==> src/ctas_defs.svh <==
// Constants for the cell threshold alert status block
`ifndef CTAS_DEFS_SVH
`define CTAS_DEFS_SVH

// ****************************************
// Geometry
// ****************************************
`define CTAS_NUM_CELLS 12
`define CTAS_AUX1_BIT 13
`define CTAS_AUX0_BIT 12
`define CTAS_RES_MSB 15
`define CTAS_RES_LSB 14
`define CTAS_BAL_RES_LSB 12
`define CTAS_ADDR_W 12

// ****************************************
// Register indices and byte addresses
// ****************************************
`define CTAS_IDX_OVER 10'h005
`define CTAS_IDX_UNDER 10'h007
`define CTAS_IDX_BALANCE 10'h008
`define CTAS_ADDR_OVER {`CTAS_IDX_OVER, 2'h0}
`define CTAS_ADDR_UNDER {`CTAS_IDX_UNDER, 2'h0}
`define CTAS_ADDR_BALANCE {`CTAS_IDX_BALANCE, 2'h0}
`define CTAS_ADDR_OV_ENABLE 12'h040
`define CTAS_ADDR_UV_ENABLE 12'h044
`define CTAS_ADDR_DIAG_SELECT 12'h048
`define CTAS_ADDR_INT_STATUS 12'h04C
`define CTAS_ADDR_INT_MASK 12'h050

// ****************************************
// Reset values
// ****************************************
`define CTAS_ALERT_RESET 16'h0000
`define CTAS_ENABLE_RESET 12'h000
`define CTAS_DIAG_RESET 3'h0
`define CTAS_INT_RESET 3'h0

// ****************************************
// Interrupt status bits
// ****************************************
`define CTAS_INT_OVER 0
`define CTAS_INT_UNDER 1
`define CTAS_INT_BALANCE 2

// ****************************************
// Balance diagnostic thresholds, one per select code
// ****************************************
`define CTAS_DIAG_THR_0 16'h0100
`define CTAS_DIAG_THR_1 16'h0200
`define CTAS_DIAG_THR_2 16'h0400
`define CTAS_DIAG_THR_3 16'h0800
`define CTAS_DIAG_THR_4 16'h1000
`define CTAS_DIAG_THR_5 16'h2000
`define CTAS_DIAG_THR_6 16'h4000
`define CTAS_DIAG_THR_7 16'h8000

`endif

==> src/ctas_pkg.sv <==
// Types shared by the cell threshold alert status block
`include "ctas_defs.svh"

package ctas_pkg;

   // All registered state of the top module
   typedef struct packed {
      logic [15:0] overStatus;
      logic [15:0] underStatus;
      logic [15:0] balanceStatus;
      logic [`CTAS_NUM_CELLS-1:0] ovEnable;
      logic [`CTAS_NUM_CELLS-1:0] uvEnable;
      logic [2:0] diagSelect;
      logic [2:0] intStatus;
      logic [2:0] intMask;
      logic [31:0] prdata;
      logic pready;
      logic pslverr;
      logic irq;
   } ctas_state_t;

endpackage

==> src/ctas_alert_status.sv <==
// Alert status registers with APB slave and interrupt
//
// Implementation choice: the APB interface to the registers.
`timescale 1ns/1ps
`include "ctas_defs.svh"

module ctas_alert_status #(
   parameter int DATA_W = 16
) (
   // Clock and reset
   input wire logic sys_clk,
   input wire logic rst_b,
   // APB slave
   input wire logic psel,
   input wire logic penable,
   input wire logic pwrite,
   input wire logic [`CTAS_ADDR_W-1:0] paddr,
   input wire logic [31:0] pwdata,
   output logic [31:0] prdata,
   output logic pready,
   output logic pslverr,
   // Acquisition results, same clock domain
   input wire logic acqDone,
   input wire logic [`CTAS_NUM_CELLS-1:0][DATA_W-1:0] cellVoltage,
   input wire logic [DATA_W-1:0] aux0Voltage,
   input wire logic [DATA_W-1:0] aux1Voltage,
   input wire logic [`CTAS_NUM_CELLS-1:0][DATA_W-1:0] diagResult,
   // Thresholds from the threshold registers
   input wire logic [DATA_W-1:0] overVoltageThresholdSetting,
   input wire logic [DATA_W-1:0] underVoltageThresholdSetting,
   input wire logic [DATA_W-1:0] auxUpperThreshold,
   input wire logic [DATA_W-1:0] auxLowerThreshold,
   // Interrupt
   output logic irq
);

   // ****************************************
   // State and comparator
   // ****************************************
   ctas_pkg::ctas_state_t s;
   ctas_pkg::ctas_state_t next_s;
   logic [15:0] overWord;
   logic [15:0] underWord;
   logic [15:0] balanceWord;
   logic [31:0] readData;
   logic addrHit;
   logic accessStart;
   logic writeDone;
   logic [2:0] events;

   // Comparisons run continuously; only acqDone samples them
   ctas_compare #(
      .DATA_W(DATA_W)
   ) u_compare (
      .cellVoltage(cellVoltage),
      .aux0Voltage(aux0Voltage),
      .aux1Voltage(aux1Voltage),
      .diagResult(diagResult),
      .overVoltageThresholdSetting(overVoltageThresholdSetting),
      .underVoltageThresholdSetting(underVoltageThresholdSetting),
      .auxUpperThreshold(auxUpperThreshold),
      .auxLowerThreshold(auxLowerThreshold),
      .cellOverVoltageEnable(s.ovEnable),
      .cellUnderVoltageEnable(s.uvEnable),
      .balanceDiagThresholdSelect(s.diagSelect),
      .overWord(overWord),
      .underWord(underWord),
      .balanceWord(balanceWord)
   );

   // ****************************************
   // Bus decode
   // ****************************************

   // First access cycle starts the answer, second one completes
   assign accessStart = psel & penable & ~s.pready;
   assign writeDone = psel & penable & pwrite & s.pready;

   // Read mux; unmapped addresses answer with an error
   always_comb
   begin
      readData = 32'h0000_0000;
      addrHit = 1'b1;
      case (paddr)
         `CTAS_ADDR_OVER: readData = {16'h0000, s.overStatus};
         `CTAS_ADDR_UNDER: readData = {16'h0000, s.underStatus};
         `CTAS_ADDR_BALANCE: readData = {16'h0000, s.balanceStatus};
         `CTAS_ADDR_OV_ENABLE: readData = {20'h00000, s.ovEnable};
         `CTAS_ADDR_UV_ENABLE: readData = {20'h00000, s.uvEnable};
         `CTAS_ADDR_DIAG_SELECT: readData = {29'h0000_0000, s.diagSelect};
         `CTAS_ADDR_INT_STATUS: readData = {29'h0000_0000, s.intStatus};
         `CTAS_ADDR_INT_MASK: readData = {29'h0000_0000, s.intMask};
         default: addrHit = 1'b0;
      endcase
   end

   // New alert rising at an acquisition, one bit per register
   always_comb
   begin
      events = 3'h0;
      events[`CTAS_INT_OVER] = acqDone & (|(overWord & ~s.overStatus));
      events[`CTAS_INT_UNDER] = acqDone & (|(underWord & ~s.underStatus));
      events[`CTAS_INT_BALANCE] = acqDone & (|(balanceWord & ~s.balanceStatus));
   end

   // ****************************************
   // Next state
   // ****************************************
   always_comb
   begin
      next_s = s;
      next_s.pready = 1'b0;
      next_s.pslverr = 1'b0;
      // Answer one cycle into the access phase
      if (accessStart)
      begin
         next_s.pready = 1'b1;
         next_s.pslverr = ~addrHit;
         next_s.prdata = pwrite ? 32'h0000_0000 : readData;
      end
      if (writeDone)
      begin
         case (paddr)
            `CTAS_ADDR_OV_ENABLE: next_s.ovEnable = pwdata[`CTAS_NUM_CELLS-1:0];
            `CTAS_ADDR_UV_ENABLE: next_s.uvEnable = pwdata[`CTAS_NUM_CELLS-1:0];
            `CTAS_ADDR_DIAG_SELECT: next_s.diagSelect = pwdata[2:0];
            `CTAS_ADDR_INT_STATUS: next_s.intStatus = s.intStatus & ~pwdata[2:0];
            `CTAS_ADDR_INT_MASK: next_s.intMask = pwdata[2:0];
            default: next_s.intMask = s.intMask;
         endcase
      end
      // whole snapshot taken on one edge
      if (acqDone)
      begin
         next_s.overStatus = overWord;
         next_s.underStatus = underWord;
         next_s.balanceStatus = balanceWord;
      end
      // Set beats a same-cycle write-one clear
      next_s.intStatus = next_s.intStatus | events;
      next_s.irq = |(next_s.intStatus & next_s.intMask);
   end

   // State register
   always_ff @(posedge sys_clk or negedge rst_b)
   begin
      if (!rst_b)
      begin
         s.overStatus <= `CTAS_ALERT_RESET;
         s.underStatus <= `CTAS_ALERT_RESET;
         s.balanceStatus <= `CTAS_ALERT_RESET;
         s.ovEnable <= `CTAS_ENABLE_RESET;
         s.uvEnable <= `CTAS_ENABLE_RESET;
         s.diagSelect <= `CTAS_DIAG_RESET;
         s.intStatus <= `CTAS_INT_RESET;
         s.intMask <= `CTAS_INT_RESET;
         s.prdata <= 32'h0000_0000;
         s.pready <= 1'b0;
         s.pslverr <= 1'b0;
         s.irq <= 1'b0;
      end
      else
      begin
         s <= next_s;
      end
   end

   // Outputs straight from flops
   assign prdata = s.prdata;
   assign pready = s.pready;
   assign pslverr = s.pslverr;
   assign irq = s.irq;

   // ****************************************
   // Per-cell capture checks
   // ****************************************
   // The gate checks above only catch spurious bits;
   // these also catch a missed alert on an enabled cell
   for (genvar c = 0; c < `CTAS_NUM_CELLS; c++)
   begin : g_cell_chk

   end
endmodule // ctas_alert_status

==> src/ctas_compare.sv <==
// Threshold comparators producing the next alert words
`timescale 1ns/1ps
`include "ctas_defs.svh"

module ctas_compare #(
   parameter int DATA_W = 16
) (
   // Measurement results
   input wire logic [`CTAS_NUM_CELLS-1:0][DATA_W-1:0] cellVoltage,
   input wire logic [DATA_W-1:0] aux0Voltage,
   input wire logic [DATA_W-1:0] aux1Voltage,
   input wire logic [`CTAS_NUM_CELLS-1:0][DATA_W-1:0] diagResult,
   // Thresholds and enables
   input wire logic [DATA_W-1:0] overVoltageThresholdSetting,
   input wire logic [DATA_W-1:0] underVoltageThresholdSetting,
   input wire logic [DATA_W-1:0] auxUpperThreshold,
   input wire logic [DATA_W-1:0] auxLowerThreshold,
   input wire logic [`CTAS_NUM_CELLS-1:0] cellOverVoltageEnable,
   input wire logic [`CTAS_NUM_CELLS-1:0] cellUnderVoltageEnable,
   input wire logic [2:0] balanceDiagThresholdSelect,
   // Next alert words
   output logic [15:0] overWord,
   output logic [15:0] underWord,
   output logic [15:0] balanceWord
);

   logic [`CTAS_NUM_CELLS-1:0] ovHit;
   logic [`CTAS_NUM_CELLS-1:0] uvHit;
   logic [`CTAS_NUM_CELLS-1:0] balHit;
   logic [DATA_W-1:0] diagThreshold;

   always_comb
   begin
      case (balanceDiagThresholdSelect)
         3'h0: diagThreshold = DATA_W'(`CTAS_DIAG_THR_0);
         3'h1: diagThreshold = DATA_W'(`CTAS_DIAG_THR_1);
         3'h2: diagThreshold = DATA_W'(`CTAS_DIAG_THR_2);
         3'h3: diagThreshold = DATA_W'(`CTAS_DIAG_THR_3);
         3'h4: diagThreshold = DATA_W'(`CTAS_DIAG_THR_4);
         3'h5: diagThreshold = DATA_W'(`CTAS_DIAG_THR_5);
         3'h6: diagThreshold = DATA_W'(`CTAS_DIAG_THR_6);
         default: diagThreshold = DATA_W'(`CTAS_DIAG_THR_7);
      endcase
   end

   // Per-cell comparisons; cell n lands on bit n
   for (genvar i = 0; i < `CTAS_NUM_CELLS; i++)
   begin : g_cell
      assign ovHit[i] = cellOverVoltageEnable[i] & (cellVoltage[i] > overVoltageThresholdSetting);
      assign uvHit[i] = cellUnderVoltageEnable[i] & (cellVoltage[i] < underVoltageThresholdSetting);
      assign balHit[i] = diagResult[i] > diagThreshold;
   end

   // cold aux bits; upper bits zero
   assign overWord = {2'h0, aux1Voltage > auxUpperThreshold, aux0Voltage > auxUpperThreshold, ovHit};
   // hot aux bits; upper bits zero
   assign underWord = {2'h0, aux1Voltage < auxLowerThreshold, aux0Voltage < auxLowerThreshold, uvHit};
   assign balanceWord = {4'h0, balHit};

endmodule // ctas_compare

==> config.mk <==
export PLATFORM = sky130hd
export DESIGN_NAME = ctas_alert_status
export DESIGN_NICKNAME = d
export VERILOG_FILES = /design/src/ctas_pkg.sv /design/src/ctas_alert_status.sv /design/src/ctas_compare.sv
export VERILOG_INCLUDE_DIRS = /design/src /design/src/src
export SDC_FILE = /design/constraint.sdc
export NUM_CORES = 1
export LEC_CHECK = 0
export BUFFER_PORTS_ARGS = -buffer_cell sky130_fd_sc_hd__buf_2
export CORE_AREA = 10 10 213 215
export CTS_CLUSTER_DIAMETER = 60
export DETAILED_ROUTE_END_ITERATION = 16
export DIE_AREA = 0 0 223 225
export GPL_TIMING_DRIVEN = 1
export PLACE_DENSITY = 0.75
export SYNTH_ARGS = -nofsm -noshare
export SYNTH_HDL_FRONTEND = slang
export SYNTH_SLANG_ARGS = --single-unit
==> constraint.sdc <==
create_clock -name sys_clk -period 4.5 [get_ports sys_clk]
set_input_delay 0.45 -clock sys_clk [delete_from_list [all_inputs] [get_ports sys_clk]]
set_output_delay 0.45 -clock sys_clk [all_outputs]
set_load 0.02 [all_outputs]
; ---- After elaboration in Yosys (flattened, before gate mapping)
; Index checks and enable logic that the tools add are counted.
; W data, S select, Z words.
[totals]
in_bits = 530
reg_bits = 108
wordCells = 126
[classes]
n_reduce_logical = 9
n_mux = 8
magnitude_cmp = 40
n_eq_ne = 14
n_bitwise = 43
[op_table]
columns = cell, count
row1 = $gt A16 B16 Y1, 26
row2 = $lt A16 B16 Y1, 14
row3 = $pmux W14 S8, 1
row4 = $pmux W16 S7, 1
row5 = $eq A12 B7 Y1 const B, 5
row6 = $reduce_or A16 Y1, 3
row7 = $and A14 B16 Y16, 2
row8 = $not A14 Y16, 2
row9 = $and A1 B1 Y1, 31
row10 = $eq A12 B5 Y1 const B, 2
row11 = $and A12 B16 Y16, 1
row12 = $not A12 Y16, 1
row13 = $mux W14, 1
row14 = $eq A12 B6 Y1 const B, 1
row15 = $eq A3 B3 Y1 const B, 3
row16 = $reduce_or A8 Y1, 1
row17 = $and A3 B3 Y3, 2
row18 = $eq A3 B2 Y1 const B, 2
row19 = $mux W3, 2
row20 = $mux W6, 1
row21 = $reduce_and A2 Y1, 3
row22 = $eq A3 B1 Y1 const B, 1
row23 = $logic_not A3 Y1, 1
row24 = $not A3 Y3, 1
row25 = 5 further kinds, 6

; ---- Depth between registers and ports, before layout
; Gate-level depths: netlist of the first run.
[depth]
ltp_word = 9
ltp_mapped = 13
mapped_depth_nobuf = 12

; ---- Hierarchy
; From an unflattened synthesis of the first run, not the netlist that was laid out.
[unflattened]
cells_unflattened = 1900
hier_area_um2 = 17042.6
[modules_own_cells]
columns = module, area_each_um2, n_inst, cells_each
row1 = ctas_compare, 12029.0, 1, 1464
row2 = ctas_alert_status, 5013.6, 1, 436

; ---- Least setup slack after synthesis of the first run
; Ideal clock, no wire load.
[synth_timing]
kind = flip-flop to flip-flop
from = register s[43] (netlist name)
to = register, netlist name irq
period_less_slack_ns = 3.776
setup_ns = 0.124
path_buffers = 1
setup_slack_ns = 0.724
path_stages_with_launch = 12
t_arrival_ns = 3.653
required_time_ns = 4.376
path_cell_list = dfrtp_1 > clkbuf_1 > nor3_1 > ha_1 > or4b_1 > or4_4 > o21ai_2 > o22ai_1 > or4_1 > o32a_1 > and2_0 > a211o_1
[synth_rtl]
columns = item, line_no
row1 = start: declaration, ctas_alert_status.sv:40  ; ctas_pkg::ctas_state_t s;
row2 = start signal: assignment, ctas_alert_status.sv:164  ; s <= next_s;

==> impl_metrics.py, run 1 <==
metrics = {
    "layout": {
        "fin_nets": 3486,
        "drive_gt1_share_pct": 26.4,
        "area_delta_synth_final_pct": 23.2,
        "multi_input_area_um2": 13300,
        "seqCellArea_um2": 2250,
        "fill_cells": 3954,
        "final_cells": 2981,
    },
    "worst_setup_path": {
        "worstSetupPathType": "reg -> reg",
        "critPathLaunchType": "flop",
        "cp_max_fo": 10,
        "cp-startpoint": "s[42]",
        "r2r_start": "s[42]",
        "ff2ff_setup_slack_ps": 750,
        "r2r_cells": 10,
        "r2r_end": "irq",
        "critPathArrivalTime_ps": 3970,
        "end_kind": "flop",
        "critPathRequiredTime_ps": 4720,
        "crit_path_end": "irq",
    },
    "logic_synthesis": {
        "synth_area_per_cell_um2": 8.63,
        "ys_types": 68,
        "yosys.area.top_type": "ha_1",
        "synth_area_um2": 16200,
        "synth-edff-count": 0,
        "async_reset_ff_share_pct": 100,
        "yosysTopAreaCellShare_pct": 40.9,
        "yosys-top-cells-count": "530 x ha_1, 205 x a21oi_1, 154 x nand2_1, 114 x o21ai_0, 111 x inv_1",
        "seq_area_frac_synth_pct": 13.9,
        "ys_seq_elements": 90,
        "synth_cells": 1876,
        "yosys_most_used_dff": "dfrtp_1",
        "yosys-top-cells-area": "ha_1 41%, dfrtp_1 14%, a21oi_1 6.3%, nand2_1 3.6%, o21ai_0 3.5%",
        "yosys_warnings": 0,
        "synth.most_common_cell": "ha_1",
    },
    "power_and_ir_drop": {
        "ir_drop_mv": 0.169,
        "leakagePower_nw": 10.3,
        "pwr_density_cell_nw_per_um2": 153,
    },
    "clock_tree": {
        "cts_resized": 0,
        "cts_tree": "done",
        "htreeDepth": 3,
        "cts_setup_buffers": 0,
        "cts_num_sinks": 90,
        "hold_buffers": 0,
        "cts_buffers": 9,
        "cts.clk_slew.worst_paths_ps": 70,
        "ctsLongestPathBuffers": 2,
        "clock_latency_ps": 340,
        "cts_root_buf": "clkbuf_16",
    },
    "sta": {
        "setup_viol": 0,
        "final.min_clock_period_ps": 3750,
        "fin_crit_sh_pct": 83.3,
        "maxSlewViolCount": 0,
        "maxSlewHeadroom_pct": 24.3,
        "fmax_mhz": 267,
        "rsz0062_at_grt": "false",
        "worst_slew_pin_slew_ps": 1130,
        "hold_viol": 0,
        "final.setup.tns_ps": 0,
        "finClkSkew_ps": 10.6,
    },
    "detailed_routing": {
        "drt-wirelength-per-cell_um": 24.4,
        "avgViaCountPerCell": 5.97,
        "wl_um": 72800,
        "via_count": 17800,
        "drtIter0Drc": 1330,
        "drcViolationCount": 0,
        "dr.pass1.iters": 9,
        "postRouteAntennaNets": 0,
    },
    "floorplan": {
        "dieArea_um2": 50200,
        "die_h_um": 225,
        "start_util_pct": 39.1,
        "io_pins": 565,
        "rows": 75,
        "core_um2": 41400,
        "die_width_um": 223,
    },
    "global_route": {
        "use_met1_pct": 32.3,
        "overflow": 0,
        "grt_pass1_vias": 18600,
        "grt_pass1_wl_um": 107000,
        "grt_util_all_layers_pct": 27.4,
        "use_met2_pct": 46.7,
        "antenna_found_initial": 18,
        "grt_max_degree": 49,
        "busiest_layer": "met2",
        "met3_usage_pct": 7.17,
    },
    "placement": {
        "place_congestion": 0.978,
        "dpl.hpwl_um": 62300,
        "place_inst": 2954,
        "portBuffers": 526,
    },
    "hold_path": {
        "hp-class": "in -> async",
    },
    "status": {
        "outcome": "complete, no violations",
    },
    "run": {
        "cap_violations": 0,
    },
}
==> sequential cells by signal, summed over array words and instances, names as in the netlist <==
register and flops:
s 73, prdata 14, irq 1, pready 1, pslverr 1
==> logic make-up (layout without fill, tap and decap cells) <==
family | Yosys count | in the layout | synth area share, %
AO/OA/AOI/OAI | 550 | 550 | 21.4
adder cells (fa/ha/maj) | 530 | 530 | 40.9
AND/OR/NAND/NOR | 504 | 504 | 16.6
buffers and inverters | 164 | 702 | 4.54
flip-flops | 90 | 90 | 13.9
multiplexers | 37 | 37 | 2.56
other | 1 | 29 | 0.0232
==> critical path, cell delays in order (launching register included) <==
cell and delay (ps):
dfrtp_1 470, or3b_2 520, ha_1 290, nand4_1 160, or4_1 520, o22ai_1 340
o22ai_4 120, or4_1 520, o32a_1 320, and2_0 160, a211o_1 220
==> worst min path at each step <==
| stage | startpoint | to | cells after the start |
|---|---|---|---|
| after floorplan | rst_b | irq | 0 |
| after global placement | prdata[1] | prdata[1] | 1 |
| after detailed placement | prdata[5] | prdata[5] | 1 |
| after CTS | rst_b | pslverr | 1 |
| after global routing | rst_b | s[71] | 1 |
| final | rst_b | pslverr | 1 |
==> metal layers <==
metal | vias up | routed length, µm
li1 | 8391 | -
met1 | 8455 | 29000
met2 | 727 | 34800
met3 | 194 | 5990
met4 | 18 | 2890
met5 | - | 109
==> area by class of cell <==
cell class                      count  area share (%)
Antenna cell                       11           0.138
Clock buffer                       13            1.30
Clock inverter                      3           0.119
Inverter                          112            2.11
Multi-Input combinational cell   1639            66.6
Sequential cell                    90            11.3
Tap cell                          539            3.38
Timing Repair Buffer              574            15.0
==> stage by stage <==
step                cell area, µm²  hold slack (ps)  total power [mW]  util [%]  setup WS (ps)
floorplan                    16300              154              1.64         -            724
global placement             19600              457              2.22      47.5            783
detailed placement           19600              460              2.30      47.5            727
CTS                          19900              146              3.04      48.1            704
global route                 19900              170              3.27      48.2            584
finish                       19900              125              3.04      48.2            751
==> where the power goes <==
| group | total (mW) | switching [mW] | internal (mW) | leakage (nW) |
|---|---|---|---|---|
| Clock | 0.729 | 0.322 | 0.407 | 0.132 |
| Sequential | 0.857 | 0.0257 | 0.831 | 1.20 |
| Combinational | 1.46 | 0.843 | 0.614 | 9.00 |
| Total | 3.04 | 1.19 | 1.85 | 10.3 |
==> placed cells by master (no fill, tap or decap), types with 17 or more instances in the layout <==
cell type  instances
a211oi_1          18
a21o_1            44
a21oi_1          205
a22oi_1           19
buf_2            525
buf_4             49
conb_1            18
dfrtp_1           90
ha_1             530
inv_1            110
mux2_2            35
nand2_1          154
nand3_1           40
nand4_1           75
nor2_1            56
nor2b_1           25
nor3_1            28
nor4_1            17
o211ai_1          29
o21ai_0          114
or4_1             22
Power figures use the tool's default switching activity.
==> run 2: changes to the inputs <==
- clock period: 4.5 -> 3.6 ns (I/O delays scaled with it)
==> run 2 against run 1 <==
Effect of this change:
- fmax is 4.8% higher
- total power is 27% higher
- largest cell class unchanged
- wire length is 0.27% lower
- critical path depth is 2 higher
- cell area is 3.4% higher
- clock power rose by 26%
- core utilization is 1.7 points higher
- worst hold slack worse by 110 ps
- clock skew grew 0.79 ps
- clock-buffer cell count fell by 3
- sequential share of layout area decreased by 0.36 points
==> impl_metrics.py, run 2 (synthesis results as in run 1) <==
metrics = {
    "worst_setup_path": {
        "critPathRequiredTime_ps": 3840,
        "cp_max_fo": 5,
        "ff2ff_setup_slack_ps": 20,
        "r2r_cells": 12,
        "worstSetupPathType": "reg -> reg",
        "end_kind": "flop",
        "r2r_start": "s[43]",
        "critPathLaunchType": "flop",
        "critPathArrivalTime_ps": 3820,
        "r2r_end": "irq",
    },
    "floorplan": {
        "rows": 75,
        "die_h_um": 225,
        "core_um2": 41400,
        "die_width_um": 223,
        "io_pins": 565,
        "start_util_pct": 39.1,
        "dieArea_um2": 50200,
    },
    "layout": {
        "final_common_cell": "ha_1",
        "top_register": "s",
        "largest_register_ff_count": 73,
        "area_delta_synth_final_pct": 27.4,
        "reg_top3": "s x73, prdata x14",
        "fill_cells": 4001,
        "fin_nets": 3546,
        "final_cell_mix": "527 x ha_1, 525 x buf_2, 205 x a21oi_1",
        "final_cells": 3036,
        "drive_gt1_share_pct": 28.9,
    },
    "detailed_routing": {
        "drt-wirelength-per-cell_um": 23.9,
        "dr.pass1.iters": 5,
        "postRouteAntennaNets": 0,
        "drcViolationCount": 0,
        "avgViaCountPerCell": 5.91,
        "wl_um": 72600,
        "via_count": 17900,
        "drtIter0Drc": 1143,
    },
    "sta": {
        "finClkSkew_ps": 11.3,
        "final.min_clock_period_ps": 3580,
        "maxSlewHeadroom_pct": 44.6,
        "fin_crit_sh_pct": 99.4,
        "hold_viol": 0,
        "maxSlewViolCount": 0,
        "fin_hold_ws_ps": 10.3,
        "worst_slew_pin_slew_ps": 830,
        "setup_viol": 0,
        "fmax_mhz": 280,
        "rsz0062_at_grt": "true",
    },
    "clock_tree": {
        "ctsLongestPathBuffers": 2,
        "cts_buffers": 9,
        "clock_latency_ps": 360,
        "cts_num_sinks": 90,
        "cts.clk_slew.worst_paths_ps": 70,
        "htreeDepth": 3,
        "cts_tree": "done",
        "cts_root_buf": "clkbuf_16",
        "hold_buffers": 0,
    },
    "power_and_ir_drop": {
        "internal_power_mw": 2.32,
        "switching_share_pct": 39.8,
        "leakagePower_nw": 10.7,
        "comb_power_share_pct": 48.4,
        "pwr-share-seq_pct": 27.8,
        "switchingPower_mw": 1.53,
        "ir_drop_mv": 0.186,
        "pwr_density_cell_nw_per_um2": 187,
        "clkPwrFrac_pct": 23.8,
    },
    "status": {
        "outcome": "complete, no violations",
    },
    "global_route": {
        "grt_max_degree": 50,
        "antenna_found_initial": 8,
        "grt_pass1_wl_um": 106000,
        "grt_util_all_layers_pct": 27.1,
        "overflow": 0,
        "grt_pass1_vias": 18400,
    },
    "placement": {
        "place_inst": 2997,
        "place_congestion": 0.971,
        "portBuffers": 526,
        "dpl.hpwl_um": 63800,
    },
    "run": {
        "cap_violations": 0,
    },
    "hold_path": {
        "hp-class": "in -> async",
    },
}
[run 2: power groups by stage]
| stage | registers, mW | clock network, mW | logic [mW] |
|---|---|---|---|
| finish | 1.07 | 0.917 | 1.87 |
| global route | 1.08 | 0.982 | 2.09 |
| CTS | 1.07 | 0.936 | 1.84 |
| detailed placement | 1.09 | 0 | 1.83 |
| global placement | 1.09 | 0 | 1.74 |
| floorplan | 1.08 | 0 | 0.979 |
[run 2: final cells by class]
class / instances / area, µm² / area share [%]
multi-input combinational: 1639 / 13400 / 65.0
timing repair buffer: 634 / 3570 / 17.3
sequential: 90 / 2250 / 10.9
tap: 539 / 674 / 3.27
inverter: 112 / 420 / 2.04
clock buffer: 10 / 229 / 1.11
clock inverter: 6 / 48.8 / 0.236
antenna: 6 / 15.0 / 0.0728
[run 2: repair_timing]
action                                 in CTS  in global routing
setup endpoints to repair                   1                  1
endpoints found under the hold margin       0                  0
pin swaps                                   3                 10
gates resized for setup                     6                 17
buffers inserted                            7                 10
[run 2: layer usage]
layer	part of all wire, %	GRT usage (%)	vias to the layer above
met1	41	33.0	8604
li1	-	-	8511
met5	0.029	0	-
met3	7.1	5.29	139
met4	3.3	8.85	4
met2	48	46.7	671
[run 2: how the worst max path moves through the flow]
stage / start / endpoint / depth (start not counted) / slack [ps]
detailed placement: overVoltageThresholdSetting[14] / irq / 13 / -20
global route: s[42] / irq / 13 / -100
finish: s[43] / irq / 12 / 20
CTS: s[43] / irq / 13 / 5
global placement: s[41] / irq / 11 / 8
floorplan: s[42] / irq / 11 / 40
[run 2: critical path: stages, from the launching register on]
cell     delay [ps]
dfrtp_2         430
buf_4           160
nor3_4          170
buf_6           150
ha_1            120
or4b_1          440
or4_4           560
o21ai_4         100
o22ai_2         120
or4_1           540
o32a_1          310
and2_0          160
a211o_1         220
[run 2: through the flow]
step	cell area [µm²]	utilization [%]	setup TNS [ps]	power, mW	setup WS (ps)
after floorplan	16300	-	0	2.06	44.6
after global placement	20100	48.5	0	2.83	8.16
after detailed placement	20100	48.5	-19.7	2.92	-19.7
after CTS	20400	49.4	0	3.85	4.71
after global routing	20600	49.8	-105	4.15	-105
final	20600	49.9	0	3.86	23.0
==> run 3: changes to the inputs <==
- CORE_AREA: 10 10 213 215 -> 10 10 212 214
- DIE_AREA: 0 0 223 225 -> 0 0 222 224
- PLACE_DENSITY: 0.75 -> 0.77
- SYNTH_HIERARCHICAL: unset -> 1
==> run 3 against run 2 <==
Effect of this change:
- register-to-register slack gained 60 ps
- critical endpoint unchanged
- worst hold slack gained 190 ps
- largest power group unchanged
- clock power grew 1%
- final cell count grew 0.36%
- critical path type unchanged
==> impl_metrics.py, run 3 <==
metrics = {
    "logic_synthesis": {
        "async_reset_ff_share_pct": 100,
        "synth-simple-area-share_pct": 17.0,
        "yosys.area.top_type": "ha_1",
        "yosys-top-cells-count": "530 x ha_1, 214 x a21oi_1, 115 x inv_1, 112 x nand4_1, 109 x nand2_1",
        "yosys_warnings": 6,
        "yosys.area_share.adder_pct": 38.9,
        "seq_area_frac_synth_pct": 14.7,
        "yosys-top-cells-area": "ha_1 39%, dfrtp_1 15%, a21oi_1 6.3%, nand4_1 4.1%, mux2_2 4.1%",
        "synth-edff-count": 0,
        "yosysTopAreaCellShare_pct": 38.9,
        "synth_compound_area_share_pct": 19.6,
        "synth.most_common_cell": "ha_1",
        "ys_seq_elements": 100,
        "synth-xor-area-share_pct": 0,
        "synth_cells": 1900,
        "synthMuxAreaShare_pct": 5.04,
        "yosys_most_used_dff": "dfrtp_1",
        "synth_area_um2": 17000,
        "ys_types": 60,
        "synth_top_family_by_area": "adder cells",
        "synth_area_per_cell_um2": 8.97,
    },
    "detailed_routing": {
        "drcViolationCount": 0,
        "wl_met1_um": 29400,
        "highest_layer": "met5",
        "drt-wirelength-per-cell_um": 24.0,
        "dr.pass1.iters": 8,
        "avgViaCountPerCell": 5.89,
        "via_count": 17900,
        "wl_met2_um": 34900,
        "wl_met3_um": 5520,
        "wl_um": 73100,
        "postRouteAntennaNets": 0,
        "drtIter0Drc": 1243,
    },
    "layout": {
        "final_common_cell": "ha_1",
        "reg_top3": "s x81, prdata x16",
        "final_cell_mix": "530 x ha_1, 527 x buf_2, 214 x a21oi_1",
        "drive_gt1_share_pct": 29.9,
        "largest_register_ff_count": 81,
        "fin_nets": 3556,
        "top_register": "s",
        "final_cells": 3047,
        "final_core_util_pct": 52.4,
        "area_delta_synth_final_pct": 24.6,
    },
    "power_and_ir_drop": {
        "clkPwrFrac_pct": 23.2,
        "pwr_density_cell_nw_per_um2": 188,
        "internal_power_mw": 2.49,
        "ir_drop_mv": 0.289,
        "switching_share_pct": 37.7,
        "leakagePower_nw": 11.2,
        "comb_power_share_pct": 47.0,
        "finalPower_mw": 4.00,
        "pwr-share-seq_pct": 29.8,
        "switchingPower_mw": 1.50,
    },
    "sta": {
        "final.setup.tns_ps": 0,
        "maxSlewHeadroom_pct": 7.43,
        "fmax_mhz": 285,
        "fin_hold_ws_ps": 196,
        "worst_slew_pin_slew_ps": 1350,
        "fin_crit_sh_pct": 97.6,
        "finClkSkew_ps": 10.6,
        "final.min_clock_period_ps": 3510,
        "setup_viol": 0,
        "rsz0062_at_grt": "false",
        "hold_viol": 0,
        "maxSlewViolCount": 0,
    },
    "clock_tree": {
        "clock_latency_ps": 350,
        "ctsLongestPathBuffers": 2,
        "cts.clk_slew.worst_paths_ps": 70,
        "cts_num_sinks": 100,
        "cts_buffers": 9,
        "htreeDepth": 3,
        "cts_root_buf": "clkbuf_16",
        "cts_tree": "done",
    },
    "worst_setup_path": {
        "critPathArrivalTime_ps": 3740,
        "end_kind": "flop",
        "cp_max_fo": 9,
        "r2r_start": "s[42]",
        "critPathLaunchType": "flop",
        "ff2ff_setup_slack_ps": 90,
        "critPathRequiredTime_ps": 3830,
        "r2r_cells": 14,
        "r2r_end": "irq",
        "worstSetupPathType": "reg -> reg",
    },
    "floorplan": {
        "start_util_pct": 42.0,
        "die_width_um": 222,
        "io_pins": 565,
        "die_h_um": 224,
        "rows": 74,
        "core_um2": 40600,
        "dieArea_um2": 49700,
    },
    "placement": {
        "place_inst": 3014,
        "dpl.hpwl_um": 63600,
        "place_congestion": 1.04,
        "portBuffers": 528,
    },
    "run": {
        "cap_violations": 0,
    },
    "status": {
        "outcome": "complete, no violations",
    },
    "global_route": {
        "grt_util_all_layers_pct": 27.5,
        "grt_pass1_wl_um": 107000,
        "grt_pass1_vias": 18600,
        "antenna_found_initial": 24,
        "overflow": 0,
        "grt_max_degree": 85,
    },
    "hold_path": {
        "hp-class": "in -> async",
    },
}
[run 3: cell types whose count changed in the layout (fill, tap and decap cells not counted), moves of 12 or more]
cell	delta
dfrtp_1	+12
nand2_1	-45
o211ai_1	-17
mux2_2	+27
nand4_1	+37
a21o_1	+25
buf_4	-15
nor3_1	-13
nor2b_1	+38
o21ai_0	-32
or4_1	-19
[run 3: repair_timing]
action / in CTS / in global routing
buffers inserted: 0 / 2
gates cloned: 0 / 1
resized for setup: 1 / 14
pin swaps: 0 / 3
hold buffers: 0 / 0
setup endpoints to repair: 1 / 1
[run 3: metal layers]
layer,GRT usage (%),up-vias
li1,-,8545
met1,32.5,8479
met2,46.8,726
met3,6.21,181
met4,12.5,18
met5,0,-
[run 3: worst max-delay path, cell delays in order (launching register included)]
cell       delay, ps
dfrtp_1          380
buf_4            170
nor3_4           220
buf_4            170
buf_6            130
ha_1             120
or4b_2           600
nor3_1           250
o21ba_2          220
nor2b_1          150
a2111oi_1        260
nand4_1          200
a22o_1           290
a22oi_1          150
nand2_1           80
[run 3: cells by family after synthesis]
kind of cell,Yosys count
simple gates,506
buf+inv,172
compound gates,517
fa+ha+maj,530
mux,73
other cells,2
flops,100
[run 3: how the worst max path moves through the flow]
| stage | from | end | slack, ps | cells after the start |
|---|---|---|---|---|
| final | s[42] | irq | 90 | 14 |
| after global routing | s[42] | irq | 4 | 14 |
| after CTS | s[41] | irq | 40 | 13 |
| after detailed placement | s[43] | irq | 30 | 14 |
| after global placement | s[43] | irq | 60 | 14 |
| after floorplan | s[43] | irq | 120 | 11 |
[run 3: cell type report]
type / count / area [µm²]
clock inverter: 6 / 46.3
inverter: 115 / 432
multi-input combinational: 1650 / 13900
sequential: 100 / 2500
fill: 3782 / 19300
tap: 532 / 666
timing repair buffer: 620 / 3460
antenna: 14 / 35.0
clock buffer: 10 / 239
[run 3: power by group through the flow]
stage	Combinational, mW	Sequential, mW	Clock (mW)
finish	1.88	1.19	0.926
global route	2.09	1.19	0.985
CTS	1.84	1.19	0.939
detailed placement	1.83	1.21	0
global placement	1.74	1.21	0
floorplan	1.01	1.20	0
[run 3: stage by stage]
stage / cell area, µm² / worst slack, ps
floorplan: 17100 / 124
global placement: 20900 / 63.6
detailed placement: 20900 / 31.0
CTS: 21100 / 40.5
global route: 21200 / 3.73
finish: 21200 / 87.7
